<file path="src/hw/qpg_consts.svh">
`ifndef QPG_CONSTS_SVH
`define QPG_CONSTS_SVH

// ----------------------------------------------------------------------
// register offsets (byte addresses)
// ----------------------------------------------------------------------
`define QPG_AW             8
`define QPG_OFF_CTRL       8'h00
`define QPG_OFF_PERIOD     8'h04
`define QPG_OFF_STATUS     8'h08
`define QPG_OFF_DUTY_FIRST 8'h10
`define QPG_OFF_DUTY_LAST  8'h4C

// ----------------------------------------------------------------------
// field positions and reset values
// ----------------------------------------------------------------------
`define QPG_CTRL_EN        0
`define QPG_CTRL_ALIGN     1
`define QPG_CTRL_DBL       2
`define QPG_CTRL_PAIR_LSB  4
`define QPG_CTRL_PAIR_MSB  7
`define QPG_CTRL_RST       8'h00
`define QPG_PERIOD_RST     16'h0000
`define QPG_DUTY_RST       16'h0000
`define QPG_CNT_ZERO       16'h0000
`define QPG_CNT_ONE        16'h0001
`define QPG_STAT_DOWN      0
`define QPG_STAT_CNT_LSB   16

// ----------------------------------------------------------------------
// bus answers
// ----------------------------------------------------------------------
`define QPG_RESP_OKAY      2'h0
`define QPG_RESP_SLVERR    2'h2

`endif

</file>
<file path="src/hw/qpg_pkg.sv">
package qpg_pkg;

    // ------------------------------------------------------------------
    // modes and counter phase
    // ------------------------------------------------------------------
    typedef enum logic {
        QPG_EDGE   = 1'b0,
        QPG_CENTER = 1'b1
    } qpg_align_t;

    typedef enum logic {
        QPG_UP   = 1'b0,
        QPG_DOWN = 1'b1
    } qpg_phase_t;

    typedef logic [15:0] qpg_word_t;

endpackage : qpg_pkg

</file>
<file path="src/hw/qpg_group.sv">
`timescale 1ns/1ps
`include "qpg_consts.svh"

module qpg_group (
    // clock and reset
    input  wire logic        i_clk,
    input  wire logic        i_rstn,
    // timebase
    input  wire logic        i_load,
    input  wire logic        i_en,
    input  wire logic        i_paired,
    input  wire logic [15:0] i_cmp,
    // shadow duties, channel 0 in the low bits
    input  wire logic [63:0] i_duty,
    // outputs
    output logic      [3:0]  o_pwm
);

    qpg_pkg::qpg_word_t duty_act_q [4];
    logic [3:0]         lvl;
    logic [3:0]         pwm_d;

    function automatic logic hit(input logic [15:0] cmp,
                                 input logic [15:0] duty);
        return cmp < duty;
    endfunction : hit

    // ------------------------------------------------------------------
    // shadow to active transfer only at the update instant
    // ------------------------------------------------------------------
    always_ff @(posedge i_clk or negedge i_rstn) begin
        if (!i_rstn) begin
            for (int c = 0; c < 4; c++) begin
                duty_act_q[c] <= `QPG_DUTY_RST;
            end
        end else if (i_load) begin
            for (int c = 0; c < 4; c++) begin
                duty_act_q[c] <= i_duty[c*16 +: 16];
            end
        end
    end

    always_comb begin
        for (int c = 0; c < 4; c++) begin
            lvl[c] = hit(i_cmp, duty_act_q[c]);
        end
        if (!i_en) begin
            pwm_d = 4'h0;
        end else if (i_paired) begin
            // two complementary pairs: outputs 0/1 and 2/3
            pwm_d = {~lvl[2], lvl[2], ~lvl[0], lvl[0]};
        end else begin
            pwm_d = lvl;
        end
    end

    always_ff @(posedge i_clk or negedge i_rstn) begin
        if (!i_rstn) begin
            o_pwm <= 4'h0;
        end else begin
            o_pwm <= pwm_d;
        end
    end

endmodule : qpg_group

</file>
<file path="src/hw/qpg_top.sv">
`timescale 1ns/1ps
`include "qpg_consts.svh"

// Behaviour
// - sixteen outputs, four groups of four outputs each.
// - each paired group forms two pairs from adjacent outputs.
// - alignment selectable: centered pulses or edge-aligned pulses.
// - paired groups drive complementary levels; unpaired ones independent.
// - paired or unpaired is chosen per group, not globally.
// - center-aligned mode offers single-update and double-update regimes.
// - single update: new duties taken once per period, symmetric pulses.
// - double update: duties also reloaded at mid-period, asymmetric allowed.
module qpg_top (
    // clock and reset
    input  wire logic                I_CLK,
    input  wire logic                I_RSTN,
    // write address channel
    input  wire logic                I_AWVALID,
    output logic                     O_AWREADY,
    input  wire logic [`QPG_AW-1:0]  I_AWADDR,
    // write data channel
    input  wire logic                I_WVALID,
    output logic                     O_WREADY,
    input  wire logic [31:0]         I_WDATA,
    input  wire logic [3:0]          I_WSTRB,
    // write response channel
    output logic                     O_BVALID,
    input  wire logic                I_BREADY,
    output logic [1:0]               O_BRESP,
    // read address channel
    input  wire logic                I_ARVALID,
    output logic                     O_ARREADY,
    input  wire logic [`QPG_AW-1:0]  I_ARADDR,
    // read data channel
    output logic                     O_RVALID,
    input  wire logic                I_RREADY,
    output logic [31:0]              O_RDATA,
    output logic [1:0]               O_RRESP,
    // pwm outputs, group g on bits 4g+3..4g
    output logic [15:0]              O_PWM
);

    // ------------------------------------------------------------------
    // declarations
    // ------------------------------------------------------------------
    logic [7:0]           ctrl_q, ctrl_act_q;
    qpg_pkg::qpg_word_t   period_q, period_act_q;
    qpg_pkg::qpg_word_t   duty_q [16];
    qpg_pkg::qpg_word_t   cnt_q, cnt_d;
    qpg_pkg::qpg_phase_t  phase_q, phase_d;
    qpg_pkg::qpg_align_t  align;
    qpg_pkg::qpg_word_t   top, cmp;
    logic                 en, dbl, period_end, mid_load, load;
    logic                 aw_full_q, w_full_q, do_write, rd_take, rd_ok;
    logic [`QPG_AW-1:0]   awaddr_q;
    logic [31:0]          wdata_q;
    logic [3:0]           wstrb_q;
    logic [31:0]          rd_val;

    // ------------------------------------------------------------------
    // helpers
    // ------------------------------------------------------------------
    function automatic logic is_duty(input logic [`QPG_AW-1:0] a);
        return a >= `QPG_OFF_DUTY_FIRST && a <= `QPG_OFF_DUTY_LAST
            && a[1:0] == 2'h0;
    endfunction : is_duty
    function automatic logic [3:0] duty_idx(input logic [`QPG_AW-1:0] a);
        logic [`QPG_AW-1:0] d;
        d = a - `QPG_OFF_DUTY_FIRST;
        return d[5:2];
    endfunction : duty_idx
    function automatic logic [31:0] merge(input logic [31:0] old,
                                          input logic [31:0] nw,
                                          input logic [3:0]  strb);
        logic [31:0] r;
        r = old;
        for (int b = 0; b < 4; b++) begin
            if (strb[b]) begin
                r[b*8 +: 8] = nw[b*8 +: 8];
            end
        end
        return r;
    endfunction : merge

    // ------------------------------------------------------------------
    // write path
    // ------------------------------------------------------------------
    assign O_AWREADY = !aw_full_q && !O_BVALID;
    assign O_WREADY  = !w_full_q && !O_BVALID;
    assign do_write  = aw_full_q && w_full_q && !O_BVALID;

    always_ff @(posedge I_CLK or negedge I_RSTN) begin
        if (!I_RSTN) begin
            aw_full_q <= 1'b0;
            awaddr_q  <= 8'h00;
        end else if (I_AWVALID && O_AWREADY) begin
            aw_full_q <= 1'b1;
            awaddr_q  <= I_AWADDR;
        end else if (do_write) begin
            aw_full_q <= 1'b0;
        end
    end

    always_ff @(posedge I_CLK or negedge I_RSTN) begin
        if (!I_RSTN) begin
            w_full_q <= 1'b0;
            wdata_q  <= 32'h0000_0000;
            wstrb_q  <= 4'h0;
        end else if (I_WVALID && O_WREADY) begin
            w_full_q <= 1'b1;
            wdata_q  <= I_WDATA;
            wstrb_q  <= I_WSTRB;
        end else if (do_write) begin
            w_full_q <= 1'b0;
        end
    end

    always_ff @(posedge I_CLK or negedge I_RSTN) begin
        if (!I_RSTN) begin
            O_BVALID <= 1'b0;
            O_BRESP  <= `QPG_RESP_OKAY;
        end else if (do_write) begin
            O_BVALID <= 1'b1;
            O_BRESP  <= (awaddr_q == `QPG_OFF_CTRL
                         || awaddr_q == `QPG_OFF_PERIOD
                         || awaddr_q == `QPG_OFF_STATUS
                         || is_duty(awaddr_q))
                        ? `QPG_RESP_OKAY : `QPG_RESP_SLVERR;
        end else if (I_BREADY) begin
            O_BVALID <= 1'b0;
        end
    end

    // ------------------------------------------------------------------
    // software registers (shadow side)
    // ------------------------------------------------------------------
    always_ff @(posedge I_CLK or negedge I_RSTN) begin
        if (!I_RSTN) begin
            ctrl_q   <= `QPG_CTRL_RST;
            period_q <= `QPG_PERIOD_RST;
        end else if (do_write) begin
            if (awaddr_q == `QPG_OFF_CTRL) begin
                ctrl_q <= 8'(merge({24'h00_0000, ctrl_q}, wdata_q, wstrb_q));
            end
            if (awaddr_q == `QPG_OFF_PERIOD) begin
                period_q <= 16'(merge({16'h0000, period_q}, wdata_q,
                                      wstrb_q));
            end
        end
    end

    always_ff @(posedge I_CLK or negedge I_RSTN) begin
        if (!I_RSTN) begin
            for (int i = 0; i < 16; i++) begin
                duty_q[i] <= `QPG_DUTY_RST;
            end
        end else if (do_write && is_duty(awaddr_q)) begin
            duty_q[duty_idx(awaddr_q)] <= 16'(merge(
                {16'h0000, duty_q[duty_idx(awaddr_q)]}, wdata_q, wstrb_q));
        end
    end

    // ------------------------------------------------------------------
    // read path
    // ------------------------------------------------------------------
    assign O_ARREADY = !O_RVALID;
    assign rd_take   = I_ARVALID && O_ARREADY;
    always_comb begin
        rd_val = 32'h0000_0000;
        rd_ok  = 1'b1;
        if (I_ARADDR == `QPG_OFF_CTRL) begin
            rd_val[7:0] = ctrl_q;
        end else if (I_ARADDR == `QPG_OFF_PERIOD) begin
            rd_val[15:0] = period_q;
        end else if (I_ARADDR == `QPG_OFF_STATUS) begin
            rd_val[`QPG_STAT_DOWN] = (phase_q == qpg_pkg::QPG_DOWN);
            rd_val[`QPG_STAT_CNT_LSB +: 16] = cnt_q;
        end else if (is_duty(I_ARADDR)) begin
            rd_val[15:0] = duty_q[duty_idx(I_ARADDR)];
        end else begin
            rd_ok = 1'b0;
        end
    end

    always_ff @(posedge I_CLK or negedge I_RSTN) begin
        if (!I_RSTN) begin
            O_RVALID <= 1'b0;
            O_RDATA  <= 32'h0000_0000;
            O_RRESP  <= `QPG_RESP_OKAY;
        end else if (rd_take) begin
            O_RVALID <= 1'b1;
            O_RDATA  <= rd_val;
            O_RRESP  <= rd_ok ? `QPG_RESP_OKAY : `QPG_RESP_SLVERR;
        end else if (I_RREADY) begin
            O_RVALID <= 1'b0;
        end
    end

    // ------------------------------------------------------------------
    // timebase
    // ------------------------------------------------------------------
    assign en    = ctrl_act_q[`QPG_CTRL_EN];
    assign align = qpg_pkg::qpg_align_t'(ctrl_act_q[`QPG_CTRL_ALIGN]);
    assign dbl   = ctrl_act_q[`QPG_CTRL_DBL];
    assign top   = (period_act_q == `QPG_CNT_ZERO)
                   ? `QPG_CNT_ZERO : period_act_q - `QPG_CNT_ONE;

    always_comb begin
        cnt_d   = cnt_q;
        phase_d = phase_q;
        if (!en) begin
            cnt_d   = `QPG_CNT_ZERO;
            phase_d = qpg_pkg::QPG_UP;
        end else begin
            unique case (align)
                qpg_pkg::QPG_EDGE: begin
                    cnt_d   = (cnt_q >= top) ? `QPG_CNT_ZERO
                                             : cnt_q + `QPG_CNT_ONE;
                    phase_d = qpg_pkg::QPG_UP;
                end
                qpg_pkg::QPG_CENTER: begin
                    // up 0..top, then down top..0; each end held once
                    if (phase_q == qpg_pkg::QPG_UP) begin
                        if (cnt_q >= top) begin
                            phase_d = qpg_pkg::QPG_DOWN;
                        end else begin
                            cnt_d = cnt_q + `QPG_CNT_ONE;
                        end
                    end else if (cnt_q == `QPG_CNT_ZERO) begin
                        phase_d = qpg_pkg::QPG_UP;
                    end else begin
                        cnt_d = cnt_q - `QPG_CNT_ONE;
                    end
                end
            endcase
        end
    end

    always_ff @(posedge I_CLK or negedge I_RSTN) begin
        if (!I_RSTN) begin
            cnt_q   <= `QPG_CNT_ZERO;
            phase_q <= qpg_pkg::QPG_UP;
        end else begin
            cnt_q   <= cnt_d;
            phase_q <= phase_d;
        end
    end

    // ------------------------------------------------------------------
    // update instants
    // ------------------------------------------------------------------
    always_comb begin
        if (!en) begin
            period_end = 1'b1;
        end else if (align == qpg_pkg::QPG_EDGE) begin
            period_end = cnt_q >= top;
        end else begin
            period_end = phase_q == qpg_pkg::QPG_DOWN
                         && cnt_q == `QPG_CNT_ZERO;
        end
    end

    assign mid_load = en && align == qpg_pkg::QPG_CENTER && dbl
                      && phase_q == qpg_pkg::QPG_UP
                      && cnt_q >= top;
    assign load     = period_end || mid_load;

    always_ff @(posedge I_CLK or negedge I_RSTN) begin
        if (!I_RSTN) begin
            ctrl_act_q   <= `QPG_CTRL_RST;
            period_act_q <= `QPG_PERIOD_RST;
        end else if (period_end) begin
            ctrl_act_q   <= ctrl_q;
            period_act_q <= period_q;
        end
    end

    // centered pulses compare against the distance to the top
    assign cmp = (align == qpg_pkg::QPG_CENTER) ? top - cnt_q : cnt_q;

    // ------------------------------------------------------------------
    // four groups of four outputs
    // ------------------------------------------------------------------
    for (genvar g = 0; g < 4; g++) begin : g_grp
        qpg_group u_grp (
            .i_clk    (I_CLK),
            .i_rstn   (I_RSTN),
            .i_load   (load),
            .i_en     (en),
            .i_paired (ctrl_act_q[`QPG_CTRL_PAIR_LSB + g]),
            .i_cmp    (cmp),
            .i_duty   ({duty_q[4*g+3], duty_q[4*g+2],
                        duty_q[4*g+1], duty_q[4*g]}),
            .o_pwm    (O_PWM[4*g +: 4])
        );
    end

endmodule : qpg_top

</file>
<file path="config.mk">
export PLATFORM = sky130hd
export DESIGN_NAME = qpg_top
export DESIGN_NICKNAME = d
export VERILOG_FILES = /design/src/hw/qpg_pkg.sv /design/src/hw/qpg_group.sv /design/src/hw/qpg_top.sv
export VERILOG_INCLUDE_DIRS = /design/src /design/src/hw
export SDC_FILE = /design/constraint.sdc
export NUM_CORES = 1
export LEC_CHECK = 0
export ABC_CLOCK_PERIOD_IN_PS = 18700
export CORE_MARGIN = 5
export CORE_UTILIZATION = 65
export DETAILED_ROUTE_END_ITERATION = 8
export DONT_BUFFER_PORTS = 1
export PLACE_DENSITY_LB_ADDON = 0.08
export SYNTH_ARGS = -nofsm -noshare
export SYNTH_HDL_FRONTEND = slang
export SYNTH_SLANG_ARGS = --single-unit
</file>
<file path="constraint.sdc">
create_clock -name I_CLK -period 18.7 [get_ports I_CLK]
set_input_delay 1.87 -clock I_CLK [delete_from_list [all_inputs] [get_ports I_CLK]]
set_output_delay 1.87 -clock I_CLK [all_outputs]
set_load 0.02 [all_outputs]
</file>
==> results by group <==
Detailed routing
  • Residual DRC: 0
  • Vias post-DR: 25800
  • Vias/cell: 6.56
  • Drt total wl: 105000 um
  • Average wire per standard cell: 26.7 um
  • DR pass1 iterations: 5
  • Iter 0 DRT Violations: 2297
  • ANT nets after route: 0

Outcome
  • Violated checks: slew limit
  • Status: complete, but fails checks

Clock tree
  • Total CTS buffers: 71
  • Resize count post-CTS: 0
  • CTS Hold Bufs: 0
  • Worst-path clk slew: 0.06 ns
  • Clock Latency Late Sink: 0.62 ns
  • TritonCTS clock tree: yes
  • Clk buf depth: 3
  • Root Driver: clkbuf_16
  • Clock sinks: 656
  • Post-CTS Setup Inserts: 0
  • CTS H-tree depth: 3

Setup path
  • Worst setup SP type: flip-flop
  • Crit path arrival time: 7.63 ns
  • Critical path class: reg -> reg
  • Reg2Reg Depth: 23
  • R2R Path Start: period_act_q[5]
  • Setup slack, reg-to-reg: 11.58 ns
  • Worst-path fanout max: 16
  • Reg2reg end: g_grp[0].u_grp.o_pwm[3]
  • Crit end category: flip-flop
  • Critical path required time: 19.20 ns

GRT
  • Global-route wire length before repair: 161000 um
  • GRT Total Usage: 33.0%
  • Total gr overflow: 0
  • Initial antenna violation count: 2
  • Vias in the first global route: 26500
  • Largest net degree at the start of global routing: 657

Layout
  • Synth-to-Final Area Change: 7.61%
  • FILL cells: 4062
  • Fraction of layout cells with a size suffix above 1: 25.8%
  • Final nets: 3435

Pwr
  • Clk network pwr share: 20.0%
  • Flop pwr share: 26.4%
  • Pint: 4.11 mW
  • Pwr per Cell Area: 179 nW/um2
  • Switching share of power: 43.7%
  • NetSw: 3.18 mW
  • Combinational power share: 53.6%
  • Lkg Pwr: 19.2 nW
  • Worst-case vdd ir drop: 0.218 mV

Logic synthesis
  • Syn Inst Count: 3139
  • Average size of a mapped cell: 12.1 um2
  • Most used DFF post-synth: dfrtp_1
  • Post-synth top cells: dfrtp_1, inv_1, ha_1, mux2_2, mux2_4
  • Ys Warns: 0
  • Synth area leader: dfrtp_1
  • Sequential fraction of the synthesis area: 43.3%
  • Synth cell types: 81
  • Synth async-reset ratio: 100%
  • Yosys reg bits: 656
  • Synth area leaders: dfrtp_1, mux2_4, ha_1
  • Synthesized cell area: 37900 um2
  • Post-synth top area share: 43.3%
  • Post-synth EDFFs: 0
  • Top-count cell post-synth: dfrtp_1

STA
  • Count of pins over their slew limit: 352
  • Worst slew margin: -47.9%
  • Setup TNS Final: 0 ns
  • RSZ-0062 raised after global routing: false
  • Clock Skew: 0.0327 ns
  • Final setup viols: 0
  • Worst-Margin Slew: 2.22 ns
  • Final period utilization: 38.1%
  • Tmin final: 7.12 ns
  • Final Hold Vio Count: 0
  • Top achievable clock speed: 140 MHz
  • Hold slack: 0.500 ns

Floorplan
  • Starting Density: 65.7%
  • # rows: 88
  • Ports: 116
  • Die Ht: 251 um
  • Die area: 63200 um2
  • Die X-Extent: 251 um
  • Core area: 57700 um2

Min path
  • Worst min path class: reg -> reg
  • HP Start: awaddr_q[1]
  • Hold path depth: 1
  • Hold endpoint: awaddr_q[1]

Run
  • MaxCap Viol Count: 0

Placed design
  • Placer Congestion: 0.901
  • Port Buffer Count: 0
  • HPWL after DPL: 70900 um
final cells by class:
cell class | count | area (um2) | share of cell area [%]
sequential | 656 | 16400 | 40.3
antenna | 1 | 2.50 | 0.00613
clock buffer | 110 | 2150 | 5.27
timing repair buffer | 55 | 425 | 1.04
clock inverter | 19 | 238 | 0.583
multi-input combinational | 2021 | 19500 | 47.7
inverter | 300 | 1130 | 2.76
tap | 765 | 957 | 2.35
worst max-delay path, cell delays in order (launching register included):
cell,delay (ns)
dfrtp_1,0.42
or4_1,0.58
or3_1,0.49
or3_1,0.45
nor2b_1,0.74
or2_2,0.24
ha_1,0.17
inv_1,0.06
fa_1,0.41
nand3_1,0.15
a21oi_1,0.11
or3_1,0.40
a21o_1,0.20
a21oi_1,0.33
xor2_1,0.13
mux2i_2,0.17
buf_4,0.32
ha_1,0.31
a21o_1,0.16
a21oi_1,0.14
nor2_1,0.05
a2111oi_0,0.51
o21ai_0,0.22
o22ai_1,0.25
cells by family (layout without fill, tap and decap cells):
| logic type | after synthesis | after routing | share of synthesized area (%) |
|---|---|---|---|
| mux | 692 | 692 | 26.5 |
| flops | 656 | 656 | 43.3 |
| compound gates | 566 | 566 | 9.38 |
| simple gates | 464 | 464 | 5.72 |
| buf+inv | 463 | 484 | 5.49 |
| fa+ha+maj | 271 | 271 | 8.97 |
| xor+xnor | 26 | 26 | 0.601 |
| other cells | 1 | 3 | 0.00989 |
state kept, by name (all words and copies together), names as in the netlist, 2 cells and up:
| signal | cells |
|---|---|
| duty_q | 256 |
| g_grp.u_grp.duty_act_q | 256 |
| O_RDATA | 32 |
| cnt_q | 16 |
| g_grp.u_grp.o_pwm | 16 |
| period_act_q | 16 |
| period_q | 16 |
| wdata_q | 16 |
| awaddr_q | 8 |
| ctrl_q | 8 |
| ctrl_act_q | 7 |
| wstrb_q | 2 |
per-layer routing:
metal / share of wire, % / global-route usage [%]
met5: 0.012 / 0
met1: 42 / 45.8
met3: 6.8 / 5.71
met2: 46 / 51.5
met4: 5.3 / 15.0
worst max-delay path by stage:
| stage | from | endpoint | slack, ns | cells past startpoint |
|---|---|---|---|---|
| floorplan | period_act_q[5] | g_grp[3].u_grp.o_pwm[3] | 12.25 | 19 |
| global placement | period_act_q[5] | g_grp[3].u_grp.o_pwm[3] | 11.77 | 22 |
| detailed placement | period_act_q[5] | g_grp[3].u_grp.o_pwm[3] | 11.61 | 22 |
| CTS | period_act_q[5] | g_grp[3].u_grp.o_pwm[3] | 11.62 | 22 |
| global route | period_act_q[5] | g_grp[0].u_grp.o_pwm[3] | 11.19 | 23 |
| finish | period_act_q[5] | g_grp[0].u_grp.o_pwm[3] | 11.58 | 23 |
power groups by stage:
stage	Sequential [mW]	Clock (mW)	Combinational (mW)
after floorplan	1.81	0	2.86
after global placement	1.93	0	3.71
after detailed placement	1.94	0	3.82
after CTS	1.92	1.46	3.85
after global routing	1.95	1.52	4.20
final	1.93	1.45	3.91
metrics by stage:
| step | total power [mW] | cell area, um2 | std cells | setup slack, ns | util, % |
|---|---|---|---|---|---|
| floorplan | 4.67 | 37900 | 3140 | 12.25 | - |
| global route | 7.67 | 40800 | 3926 | 11.19 | 70.7 |
| CTS | 7.24 | 40800 | 3926 | 11.62 | 70.7 |
| detailed placement | 5.77 | 38400 | 3797 | 11.61 | 66.6 |
| global placement | 5.64 | 38400 | 3797 | 11.77 | 66.6 |
| finish | 7.29 | 40800 | 3927 | 11.58 | 70.7 |
cells in the final DEF, fill, tap and decap left out, drive strengths merged, types with 19 or more instances in the layout:
cell type,netlist,layout
nand4,33,33
nand2,207,207
clkbuf,68,110
ha,270,270
nor2,74,74
inv,299,300
dfrtp,656,656
mux2i,48,48
o21ai,217,217
xnor2,21,21
buf,95,55
nor3,34,34
a31oi,19,19
a21o,47,47
nand3,31,31
a21oi,110,110
o21a,21,21
mux4,126,126
mux2,518,518
Power figures use the tool's default switching activity.
